--- src/rtl/mct_pkg.sv ---
/*
 * Constants for the module management and control block: serial bus
 * address, byte map, field codes and timing figures.
 * Assumes a 100 MHz system clock; all cycle counts are derived from it.
 */
package mct_pkg;
  localparam int CLK_PERIOD_NS = 10;
  localparam int CLK_KHZ = 100000;
  // Serial bus device address, 8-bit form with the direction bit clear
  localparam logic [7:0] DEV_ADDR = 8'hA0;
  // Byte map
  localparam logic [7:0] ADDR_STATUS = 8'h02;
  localparam logic [7:0] ADDR_FLAGS = 8'h03;
  localparam logic [7:0] ADDR_POWER = 8'h5D;
  localparam logic [7:0] ADDR_MASK = 8'h64;
  localparam logic [7:0] ADDR_LOOPBACK = 8'h69;
  localparam logic [7:0] ADDR_RATE = 8'h6A;
  // Field positions
  localparam int STATUS_NOT_READY_BIT = 0;
  localparam int POWER_DOWN_BIT = 0;
  localparam int FLAG_READY_BIT = 3;
  localparam int NUM_COND = 3;
  // Codes and reset values
  localparam logic [7:0] RATE_100G = 8'h00;
  localparam logic [7:0] RATE_40G = 8'h0B;
  localparam logic [7:0] LOOP_NONE = 8'h00;
  localparam logic [7:0] LOOP_ELEC = 8'h01;
  localparam logic [7:0] LOOP_OPT = 8'h02;
  localparam logic [7:0] BYTE_RESET = 8'h00;
  localparam logic [1:0] LB_OFF = 2'h0;
  localparam logic [1:0] LB_ELEC = 2'h1;
  localparam logic [1:0] LB_OPT = 2'h2;
  // Timing
  localparam int T_INIT_MS = 2000;
  localparam int T_INIT_CYC = T_INIT_MS * CLK_KHZ;
  localparam int T_RST_MIN_NS = 2000;
  localparam logic [7:0] RST_FILT_CYC = 8'((T_RST_MIN_NS + CLK_PERIOD_NS - 1) / CLK_PERIOD_NS);
  localparam logic [3:0] BITS_PER_BYTE = 4'h8;
  typedef enum logic [3:0] {
    ST_IDLE = 4'b0000,
    ST_DEV = 4'b0001,
    ST_DEV_ACK = 4'b0010,
    ST_PTR = 4'b0011,
    ST_PTR_ACK = 4'b0100,
    ST_WR = 4'b0101,
    ST_WR_ACK = 4'b0110,
    ST_RD = 4'b0111,
    ST_RD_ACK = 4'b1000
  } mct_state_t;
endpackage

--- src/rtl/mct_top.sv ---
/*
 * Management and control block: serial bus slave, control bytes, flag
 * and mask logic, interrupt, low power and initialisation timing.
 * Assumes the host is the bus master and that all pins are asynchronous.
 */
`timescale 1ns/1ps
//////////////////////////////////////////////////////////////////////////
module mct_top #(
  parameter int INIT_WAIT_CYC = mct_pkg::T_INIT_CYC
) (
  input wire logic sys_clk,
  input wire logic rst_b,
  input wire logic scl_in,
  input wire logic sda_in,
  output logic sda_out,
  output logic sda_oe,
  input wire logic module_select_n,
  input wire logic module_reset_in_n,
  input wire logic low_power_request,
  input wire logic [mct_pkg::NUM_COND-1:0] cond_in,
  output logic interrupt_out_n,
  output logic low_power_mode,
  output logic [1:0] loopback_mode,
  output logic rate_40g,
  output logic module_ready
);
  import mct_pkg::*;

  //////////////////////////////////////////////////////////////////////////
  // Two-stage synchronisers for every input pin except rst_b
  localparam int NSYNC = 5 + NUM_COND;
  // Reset to each pin's idle level, so release shows no false condition or request
  localparam logic [NSYNC-1:0] SYNC_IDLE = {{NUM_COND{1'b0}}, 5'h0F};
  logic [NSYNC-1:0] sync1_r;
  logic [NSYNC-1:0] sync2_r;
  logic scl_d_r;
  logic sda_d_r;
  always_ff @(posedge sys_clk or negedge rst_b)
  begin
    if (!rst_b)
    begin
      sync1_r <= SYNC_IDLE;
      sync2_r <= SYNC_IDLE;
      scl_d_r <= 1'b1;
      sda_d_r <= 1'b1;
    end
    else
    begin
      sync1_r <= {cond_in, low_power_request, module_reset_in_n, module_select_n, sda_in, scl_in};
      sync2_r <= sync1_r;
      scl_d_r <= sync2_r[0];
      sda_d_r <= sync2_r[1];
    end
  end
  logic scl_s, sda_s, sel_s, mrst_s, lp_s;
  logic [NUM_COND-1:0] cond_s;
  assign scl_s = sync2_r[0];
  assign sda_s = sync2_r[1];
  assign sel_s = !sync2_r[2];
  assign mrst_s = sync2_r[3];
  assign lp_s = sync2_r[4];
  assign cond_s = sync2_r[NSYNC-1:5];
  logic scl_rise, scl_fall, start_det, stop_det;
  assign scl_rise = scl_s && !scl_d_r;
  assign scl_fall = !scl_s && scl_d_r;
  assign start_det = scl_s && scl_d_r && !sda_s && sda_d_r;
  assign stop_det = scl_s && scl_d_r && sda_s && !sda_d_r;

  //////////////////////////////////////////////////////////////////////////
  // Reset pin filter and initialisation timer
  logic [7:0] mrst_cnt_r;
  logic mrst_req;
  assign mrst_req = (mrst_cnt_r == RST_FILT_CYC);
  always_ff @(posedge sys_clk or negedge rst_b)
  begin
    if (!rst_b)
      mrst_cnt_r <= 8'h00;
    else if (mrst_s)
      mrst_cnt_r <= 8'h00;
    else if (!mrst_req)
      mrst_cnt_r <= mrst_cnt_r + 8'h01;
  end
  // Short glitches on the reset pin are ignored; only a held low resets
  logic [31:0] init_cnt_r;
  logic init_busy_r;
  logic init_done;
  assign init_done = init_busy_r && !mrst_req && (init_cnt_r >= 32'(INIT_WAIT_CYC - 1));
  always_ff @(posedge sys_clk or negedge rst_b)
  begin
    if (!rst_b)
    begin
      init_busy_r <= 1'b1;
      init_cnt_r <= 32'h0000_0000;
    end
    else if (mrst_req)
    begin
      init_busy_r <= 1'b1;
      init_cnt_r <= 32'h0000_0000;
    end
    else if (init_done)
      init_busy_r <= 1'b0;
    else if (init_busy_r)
      init_cnt_r <= init_cnt_r + 32'h0000_0001;
  end
  assign module_ready = !init_busy_r && !low_power_mode;

  //////////////////////////////////////////////////////////////////////////
  // Serial bus slave
  mct_state_t state_r;
  logic [3:0] bit_cnt_r;
  logic [7:0] sh_r;
  logic [7:0] ptr_r;
  logic [7:0] rd_sh_r;
  logic oe_r;
  logic [7:0] rd_byte;
  logic wr_stb;
  logic rd_load;
  logic [7:0] flags_r;
  logic [7:0] mask_r;
  logic [7:0] power_r;
  logic [7:0] loopback_select_r;
  logic [7:0] line_rate_select_r;
  logic [7:0] mask_sh_r;
  logic [7:0] power_sh_r;
  logic [7:0] rd_clr_r;
  logic byte_done;
  assign byte_done = (bit_cnt_r == BITS_PER_BYTE);
  assign wr_stb = scl_fall && state_r == ST_WR && byte_done;
  assign rd_load = scl_fall && ((state_r == ST_DEV_ACK && sh_r[0]) || state_r == ST_RD_ACK);
  // Byte to send next: the pointer moves on after each acknowledged read byte
  logic [7:0] rd_ptr;
  assign rd_ptr = (state_r == ST_RD_ACK) ? ptr_r + 8'h01 : ptr_r;

  always_comb
  begin
    rd_byte = BYTE_RESET;
    unique case (rd_ptr)
      ADDR_STATUS: rd_byte[STATUS_NOT_READY_BIT] = init_busy_r;
      ADDR_FLAGS: rd_byte = flags_r;
      ADDR_POWER: rd_byte = power_sh_r;
      ADDR_MASK: rd_byte = mask_sh_r;
      ADDR_LOOPBACK: rd_byte = loopback_select_r;
      ADDR_RATE: rd_byte = line_rate_select_r;
      default: rd_byte = BYTE_RESET;
    endcase
  end

  // Deselect drops any transfer at once, well inside the allowed time
  always_ff @(posedge sys_clk or negedge rst_b)
  begin
    if (!rst_b)
    begin
      state_r <= ST_IDLE;
      bit_cnt_r <= 4'h0;
      sh_r <= BYTE_RESET;
      ptr_r <= BYTE_RESET;
      rd_sh_r <= BYTE_RESET;
      oe_r <= 1'b0;
    end
    else if (!sel_s || stop_det)
    begin
      state_r <= ST_IDLE;
      oe_r <= 1'b0;
    end
    else if (start_det)
    begin
      state_r <= ST_DEV;
      bit_cnt_r <= 4'h0;
      oe_r <= 1'b0;
    end
    else if (scl_rise)
    begin
      // The device's own acknowledge bits are not shifted in, so the direction bit stays in sh_r[0]
      if (state_r != ST_DEV_ACK && state_r != ST_PTR_ACK && state_r != ST_WR_ACK)
        sh_r <= {sh_r[6:0], sda_s};
      bit_cnt_r <= bit_cnt_r + 4'h1;
      if (state_r == ST_RD_ACK && sda_s)
        state_r <= ST_IDLE;
    end
    else if (scl_fall)
    begin
      unique case (state_r)
        ST_IDLE: oe_r <= 1'b0;
        ST_DEV:
          if (byte_done && sh_r[7:1] == DEV_ADDR[7:1])
          begin
            state_r <= ST_DEV_ACK;
            oe_r <= 1'b1;
          end
          else if (byte_done)
            state_r <= ST_IDLE;
        ST_DEV_ACK:
        begin
          bit_cnt_r <= 4'h0;
          state_r <= sh_r[0] ? ST_RD : ST_PTR;
          rd_sh_r <= rd_byte;
          oe_r <= sh_r[0] && !rd_byte[7];
        end
        ST_PTR, ST_WR:
          if (byte_done)
          begin
            state_r <= (state_r == ST_PTR) ? ST_PTR_ACK : ST_WR_ACK;
            oe_r <= 1'b1;
            if (state_r == ST_PTR)
              ptr_r <= sh_r;
          end
        ST_PTR_ACK, ST_WR_ACK:
        begin
          state_r <= ST_WR;
          bit_cnt_r <= 4'h0;
          oe_r <= 1'b0;
          if (state_r == ST_WR_ACK)
            ptr_r <= ptr_r + 8'h01;
        end
        ST_RD:
          if (byte_done)
          begin
            state_r <= ST_RD_ACK;
            oe_r <= 1'b0;
          end
          else
            oe_r <= !rd_sh_r[3'(7 - bit_cnt_r)];
        ST_RD_ACK:
        begin
          state_r <= ST_RD;
          bit_cnt_r <= 4'h0;
          ptr_r <= ptr_r + 8'h01;
          rd_sh_r <= rd_byte;
          oe_r <= !rd_byte[7];
        end
      endcase
    end
  end
  assign sda_oe = oe_r;
  assign sda_out = 1'b0;

  //////////////////////////////////////////////////////////////////////////
  // Control bytes; staged mask and power bytes take effect at stop
  always_ff @(posedge sys_clk or negedge rst_b)
  begin
    if (!rst_b)
    begin
      loopback_select_r <= BYTE_RESET;
      line_rate_select_r <= BYTE_RESET;
      mask_sh_r <= BYTE_RESET;
      power_sh_r <= BYTE_RESET;
      mask_r <= BYTE_RESET;
      power_r <= BYTE_RESET;
      rd_clr_r <= BYTE_RESET;
    end
    else if (mrst_req)
    begin
      loopback_select_r <= BYTE_RESET;
      line_rate_select_r <= BYTE_RESET;
      mask_sh_r <= BYTE_RESET;
      power_sh_r <= BYTE_RESET;
      mask_r <= BYTE_RESET;
      power_r <= BYTE_RESET;
      rd_clr_r <= BYTE_RESET;
    end
    else
    begin
      if (wr_stb && ptr_r == ADDR_LOOPBACK)
        loopback_select_r <= sh_r;
      if (wr_stb && ptr_r == ADDR_RATE)
        line_rate_select_r <= sh_r;
      if (wr_stb && ptr_r == ADDR_MASK)
        mask_sh_r <= sh_r;
      if (wr_stb && ptr_r == ADDR_POWER)
        power_sh_r <= sh_r;
      if (rd_load && rd_ptr == ADDR_FLAGS)
        rd_clr_r <= rd_clr_r | flags_r;
      if (stop_det)
      begin
        mask_r <= mask_sh_r;
        power_r <= power_sh_r;
        rd_clr_r <= BYTE_RESET;
      end
    end
  end

  // Selections follow only listed codes; anything else keeps the last one
  always_ff @(posedge sys_clk or negedge rst_b)
  begin
    if (!rst_b)
    begin
      rate_40g <= 1'b0;
      loopback_mode <= LB_OFF;
    end
    else
    begin
      if (line_rate_select_r == RATE_40G)
        rate_40g <= 1'b1;
      else if (line_rate_select_r == RATE_100G)
        rate_40g <= 1'b0;
      if (loopback_select_r == LOOP_NONE)
        loopback_mode <= LB_OFF;
      else if (loopback_select_r == LOOP_ELEC)
        loopback_mode <= LB_ELEC;
      else if (loopback_select_r == LOOP_OPT)
        loopback_mode <= LB_OPT;
    end
  end

  //////////////////////////////////////////////////////////////////////////
  // Flags, interrupt and power level
  // A condition present while its flag is being cleared keeps it set
  logic [7:0] flag_set;
  always_comb
  begin
    flag_set = BYTE_RESET;
    flag_set[NUM_COND-1:0] = cond_s;
    flag_set[FLAG_READY_BIT] = init_done;
  end
  always_ff @(posedge sys_clk or negedge rst_b)
  begin
    if (!rst_b)
      flags_r <= BYTE_RESET;
    else if (stop_det)
      flags_r <= (flags_r & ~rd_clr_r) | flag_set;
    else
      flags_r <= flags_r | flag_set;
  end
  logic irq_act;
  assign irq_act = |(flags_r & ~mask_r) || flags_r[FLAG_READY_BIT];
  always_ff @(posedge sys_clk or negedge rst_b)
  begin
    if (!rst_b)
    begin
      interrupt_out_n <= 1'b1;
      low_power_mode <= 1'b0;
    end
    else
    begin
      interrupt_out_n <= !irq_act;
      low_power_mode <= lp_s || power_r[POWER_DOWN_BIT];
    end
  end

  //////////////////////////////////////////////////////////////////////////
  // Checks
  property p_rate_valid;
    @(posedge sys_clk) disable iff (!rst_b)
    $changed(rate_40g) |-> $past(line_rate_select_r) == RATE_40G
      || $past(line_rate_select_r) == RATE_100G;
  endproperty
  a_rate_valid: assert property (p_rate_valid) else $error("rate changed on bad code");
  property p_loop_valid;
    @(posedge sys_clk) disable iff (!rst_b)
    loopback_select_r == LOOP_OPT |=> loopback_mode == LB_OPT;
  endproperty
  a_loop_valid: assert property (p_loop_valid) else $error("optical loopback not set");
  property p_reset_filter;
    @(posedge sys_clk) disable iff (!rst_b)
    mrst_req |=> init_busy_r && init_cnt_r == 32'h0000_0000;
  endproperty
  a_reset_filter: assert property (p_reset_filter) else $error("reset pin not honoured");
  property p_init_bound;
    @(posedge sys_clk) disable iff (!rst_b)
    init_busy_r |-> init_cnt_r < 32'(INIT_WAIT_CYC);
  endproperty
  a_init_bound: assert property (p_init_bound) else $error("init overran");
  property p_ready_irq;
    @(posedge sys_clk) disable iff (!rst_b)
    $fell(init_busy_r) |-> flags_r[FLAG_READY_BIT] ##1 !interrupt_out_n;
  endproperty
  a_ready_irq: assert property (p_ready_irq) else $error("ready without interrupt");
  property p_lp_pin;
    @(posedge sys_clk) disable iff (!rst_b)
    lp_s |=> low_power_mode;
  endproperty
  a_lp_pin: assert property (p_lp_pin) else $error("low power not entered");
  property p_irq_set;
    @(posedge sys_clk) disable iff (!rst_b)
    $rose(cond_s[0]) && !mask_r[0] |=> flags_r[0] ##1 !interrupt_out_n;
  endproperty
  a_irq_set: assert property (p_irq_set) else $error("loss flag missed");
  property p_irq_release;
    @(posedge sys_clk) disable iff (!rst_b)
    !irq_act |=> interrupt_out_n;
  endproperty
  a_irq_release: assert property (p_irq_release) else $error("interrupt stuck");
  property p_deselect;
    @(posedge sys_clk) disable iff (!rst_b)
    !sel_s |=> state_r == ST_IDLE && !sda_oe;
  endproperty
  a_deselect: assert property (p_deselect) else $error("answered while deselected");
  property p_pdown;
    @(posedge sys_clk) disable iff (!rst_b)
    power_r[POWER_DOWN_BIT] |=> low_power_mode && !module_ready;
  endproperty
  a_pdown: assert property (p_pdown) else $error("power down ignored");
  c_write: cover property (@(posedge sys_clk) disable iff (!rst_b) wr_stb);
  c_read_flags: cover property (@(posedge sys_clk) disable iff (!rst_b)
    rd_load && rd_ptr == ADDR_FLAGS);
  c_ready: cover property (@(posedge sys_clk) disable iff (!rst_b) $fell(init_busy_r));
endmodule

--- config.mk ---
export PLATFORM = sky130hd
export DESIGN_NAME = mct_top
export DESIGN_NICKNAME = d
export VERILOG_FILES = /design/src/rtl/mct_pkg.sv /design/src/rtl/mct_top.sv
export SDC_FILE = /design/constraint.sdc
export NUM_CORES = 1
export LEC_CHECK = 0
export ABC_AREA = 1
export BUFFER_PORTS_ARGS = -buffer_cell sky130_fd_sc_hd__buf_2
export CORE_MARGIN = 3
export CORE_UTILIZATION = 25
export DETAILED_ROUTE_END_ITERATION = 6
export PLACE_DENSITY_LB_ADDON = 0.1
export RECOVER_POWER = 25
export REMOVE_ABC_BUFFERS = 1
export SETUP_SLACK_MARGIN = 0.15
export SYNTH_ARGS = -nofsm -noshare
export SYNTH_HDL_FRONTEND = slang
export SYNTH_SLANG_ARGS = --single-unit
--- constraint.sdc ---
create_clock -name sys_clk -period 4.8 [get_ports sys_clk]
set_input_delay 0.72 -clock sys_clk [delete_from_list [all_inputs] [get_ports sys_clk]]
set_output_delay 0.72 -clock sys_clk [all_outputs]
set_load 0.02 [all_outputs]
# == Word-level counts from Yosys, hierarchy flattened ==
# Cells that the tools add are included.
# Widths: inputs -> output; s select.
# totals
out_inout_bits,8
regBits,154
word_cells,212
in_bits,10
# classes
n_lt_le_gt_ge,2
reduce_logical,70
n_addsub,5
n_bitwise,10
mux,61
eq_ne,39
# op_table
operator,n
$mux 8,20
$mux 32,3
$eq 8x7->1 const B,8
$mux 4,13
$pmux 7 s5,1
$add 32x1->32 const B,1
$ge 32x28->1 const B,1
$eq 8x2->1 const B,3
$logic_and 1x1->1,24
$pmux 4 s6,1
$pmux 8 s3,1
$reduce_bool 3->1,6
$add 8x1->8 const B,2
$and 8x8->8,2
$eq 4x3->1 const B,4
$logic_not 8->1,2
$not 8->8,2
$or 8x4->8,2
$reduce_bool 2->1,8
$mux 1,14
$pmux 1 s6,2
$logic_not 1->1,10
$ne 2x2->1 const B,5
$ne 5x5->1 const B,2
35 further kinds,50

# == Depth between registers and ports, before layout ==
# logic_depth
word_depth,11
depth_mapped,16
mapped_depth_nobuf,16

# == Worst setup path before layout ==
# No wires, ideal clock.
# synth_timing
kind,register -> register
startpoint,register sync2_r[0]
endpoint,register rd_sh_r[5]
setup_time_ps,121
required_time_ps,4679
slack_ps,2842
t_arrival_ps,1838
n_path_buf,1
stages_incl_launch_ff,13
cell_sequence,dfstp_2 > ha_1 > nand3_2 > inv_2 > nor2_4 > nand2_1 > inv_1 > nand2_2 > nor3_4 > buf_2 > nand2_1 > nor3_1 > nor2_1
# synth_via
elab_chain_cells,6
word_cells_on_any_way,13
# synth_rtl
item,line_no,rtl
from (decl),mct_top.sv:35,logic [NSYNC-1:0] sync2_r;
from (signal assigned),mct_top.sv:50,sync2_r <= sync1_r;
$logic_and 1x1->1,"mct_top.sv:66, mct_top.sv:67",
$logic_and 1x1->1 (2 in series),mct_top.sv:67,assign stop_det = scl_s && scl_d_r && sda_s && !sda_d_r;
$logic_or 1x1->1,mct_top.sv:160,else if (!sel_s || stop_det)
$not 1->1 (no line),--,
$reduce_and 5->1 (no line) *,--,
to (signal assigned),mct_top.sv:196,rd_sh_r <= rd_byte;
to (signal assigned),mct_top.sv:228,rd_sh_r <= rd_byte;
to (decl),mct_top.sv:113,logic [7:0] rd_sh_r;
# Every way passes the cells marked *; elsewhere a longest branch is shown, timed or not.
# A chain may end at the register's enable or synchronous reset.

# == Worst setup path in the final report ==
# layout_timing
startpoint,register sync2_r[0]
endpoint,register ptr_r[6]
# layout_via
elab_chain_cells,6
word_cells_on_any_way,13
# layout_rtl
item,line_no,rtl
$logic_and 1x1->1,"mct_top.sv:66, mct_top.sv:67",
$logic_and 1x1->1 (2 in series),mct_top.sv:67,
$logic_or 1x1->1,mct_top.sv:160,
$not 1->1 (no line),--,
$reduce_and 8->1 (no line) *,--,
to (signal assigned),mct_top.sv:205,ptr_r <= sh_r;
to (signal assigned),mct_top.sv:213,ptr_r <= ptr_r + 8'h01;
to (signal assigned),mct_top.sv:227,ptr_r <= ptr_r + 8'h01;
to (decl),mct_top.sv:112,logic [7:0] ptr_r;
# Marked as above.

==> summary.txt <==
GRT
  – First-pass GRT wire length: around 36 mm
  – GRT Overall Usage: 0.137
  – Initial antenna violation count: 0
  – Number of global-route vias before repair: roughly 6,200
  – Largest net degree at the start of global routing: ~90
  – Global route overflow: 0

Worst setup path
  – WS Path Type: flop to flop
  – WP data arrival: about 3200 ps
  – CP Launch Type: flop
  – Crit-path max FO: 16
  – Setup crit end kind: flop
  – CP Data Required Time: 5150 ps

Yosys
  – Seq/Total Area, Yosys: 0.496
  – Yosys top cell by area: dfrtp_1
  – Cell Area, Synth: about 7700 um^2
  – Commonest register cell after synthesis: dfrtp_1
  – Syn avg cell area: approximately 8.2 um^2
  – Async SR Flop Fraction: 1.00
  – Commonest cells post-synth: nand2_1 (186), dfrtp_1 (141), inv_1 (111)
  – Gate Count Post-Synth: between 900 and 1,000
  – Most numerous cell in the Yosys netlist: nand2_1
  – Yosys warnings: 0
  – Top-area cell type share of the netlist area: 0.455
  – Ranking of synthesized cells by area: dfrtp_1 (46%), nand2_1 (9.0%), o21ai_0 (6.0%), inv_1 (5.4%), nand3_1 (4.7%)
  – EDFF count, synth: 0
  – Netlist cell types: between 50 and 60
  – Seq cells post-synth: 153

Run status
  – Status: finished clean

STA
  – Total negative setup slack: 0 ps
  – RSZ-0062 raised after global routing: no
  – Clock skew: 11.5 ps
  – Final Hold Fails: 0
  – Hold WS: between 200 and 300 ps
  – Period minus WS final: ~2800 ps
  – Final setup fails: 0
  – Slew HR: 0.303
  – Ratio of final minimum period to clock period: 0.584
  – Slew @ Worst Pin: around 1000 ps
  – Max frequency: between 0.3 and 0.4 GHz
  – Post-route setup slack: 2000 ps
  – Slew Limit Fails: 0

Clock tree
  – TritonCTS buffer count: 17
  – CTS sink cnt: ~150
  – H-tree depth: 4
  – Clock root buffer: clkbuf_16
  – Clock Latency Late Sink: around 440 ps
  – PostCTS Resize Cnt: 0
  – CTS tree: yes
  – Hold-fix buffer count after cts: 0
  – Clock slew seen by the registers of the worst setup and hold paths: ~70 ps
  – Clock Path Buffers: 2
  – Post-CTS Setup Inserts: 0

Layout
  – Fill cells: between 3,000 and 4,000
  – Nets: 982
  – Layout area overhead: 13.7%
  – Ant diodes: 0
  – Share of post-route cells with drive strength above 1: 0.0957

Floorplan
  – I/O pin count: 18
  – Die height: roughly 180 um
  – Core Box Area: approximately 30,000 um^2
  – Starting Density: 0.257
  – Std-Cell Rows: between 60 and 70
  – Die ar.: around 33,000 um^2
  – Die Wd: ~180 um

Routing
  – WL final: approximately 22 mm
  – DR vias/cell: roughly 4.6
  – Drt initial violations: approximately 360
  – DRC: 0
  – Vias post-DR: approximately 6,300
  – Routed wire length per instance: ~16 um
  – Drt pass-1 iters: 4
  – Routed Antenna Nets: 0

Power
  – Net Switching: between 800 and 900 uW
  – Internal power: 2.11 mW
  – Sequential Power Share: 0.472
  – Switching Share: 0.275
  – Static Leak: between 3 and 4 nW
  – Pwr/cell area: 330 nW/um^2
  – Clock power frac: 0.471
  – Comb power frac: 0.057
  – Pwr Total: 2.91 mW
  – Maximum vdd drop: around 0.23 mV

Placement
  – I/O Buffers: 16
  – RePlAce Congestion: about 0.8
  – Post-DP HPWL: 15.9 mm
  – DP Worst Slack: 2070 ps

Hold path
  – Worst hold path type: input port to asynchronous set/reset pin

Job
  – Max Cap Viol: 0
## sequential cells by signal, summed over array words and instances, names as in the netlist, 2 cells and up
signal              count
bit_cnt_r               4
flags_r                 8
init_cnt_r             32
line_rate_select_r      8
loopback_mode           2
loopback_select_r       8
mask_r                  7
mask_sh_r               8
mrst_cnt_r              8
power_sh_r              8
ptr_r                   8
rd_clr_r                8
rd_sh_r                 8
sh_r                    8
state_r                 4
sync1_r                 8
sync2_r                 8
## critical path, cell delays in order, from the launching register on
cell     delay (ps)
dfstp_1         410
ha_1            260
nand3_2         220
inv_2           190
nor2_4          190
nand2_1          90
inv_1            90
nand2_2         110
nor4_4          780
o21ai_0         200
o22ai_1         170
## cells by family (layout without fill, tap and decap cells)
logic type,count (synthesis),count (layout),synth area share
buf+inv,141,170,0.0735
fa+ha+maj,13,13,0.0210
xor+xnor,14,14,0.0158
compound gates,185,185,0.134
simple gates,436,436,0.259
other cells,1,1,0.000484
flops,153,153,0.496
## final cells by class
type                            count  area [um^2]  share of cell area
Multi-Input combinational cell    649         3340               0.379
Inverter                          120          452              0.0512
Tap cell                          390          488              0.0554
Timing Repair Buffer               18          113              0.0128
Clock inverter                     15          156              0.0177
Sequential cell                   153         3840               0.436
Clock buffer                       17          425              0.0483
## power groups by stage
stage                     Clock, mW  Combinational [mW]  Sequential, mW
final                          1.37               0.167            1.37
after global routing           1.47               0.194            1.38
after CTS                      1.42               0.170            1.38
after detailed placement          0               0.169            1.40
after global placement            0               0.169            1.40
after floorplan                   0              0.0942            1.38
## through the flow
step           instances  utilization  cell area, um^2
2_1_floorplan        922            -             7630
3_3_place_gp        1330        0.273             8230
3_5_place_dp        1330        0.273             8230
4_1_cts             1362        0.293             8820
5_1_grt             1362        0.293             8810
6_report            1362        0.293             8810
## worst paths after layout
kind	startpoint	to	slack [ps]	cells after the start
worst min register to register	sync1_r[5]	sync2_r[5]	350	0
worst max-delay path	sync2_r[0]	ptr_r[6]	2000	10
max in group asynchronous	rst_b	sync1_r[0]	3590	2
worst max register to register	sync2_r[0]	ptr_r[6]	2000	10
min in group sys_clk	sync1_r[5]	sync2_r[5]	350	0
worst min-delay path	rst_b	init_cnt_r[2]	250	1
## cell usage in the layout, fill, tap and decap left out, drive strengths merged, types with 6 or more instances in the layout
master    n
dfrtp   141
o21ai   102
nor3     33
clkbuf   18
nor4      7
a31oi     6
o21a      9
inv     127
ha       13
nand3    76
clkinv    6
o22ai    23
o31ai     6
nand4    18
dfstp    12
nand2   191
buf      17
xor2     13
a21oi    27
nor2    102
## routing by layer
metal	vias to the layer above	part of all wire	global-route usage
li1	3165	-	-
met1	3047	0.51	0.203
met2	85	0.45	0.206
met3	17	0.028	0.0251
met4	0	0.011	0.0366
met5	-	0	0
Power figures use the tool's default switching activity.
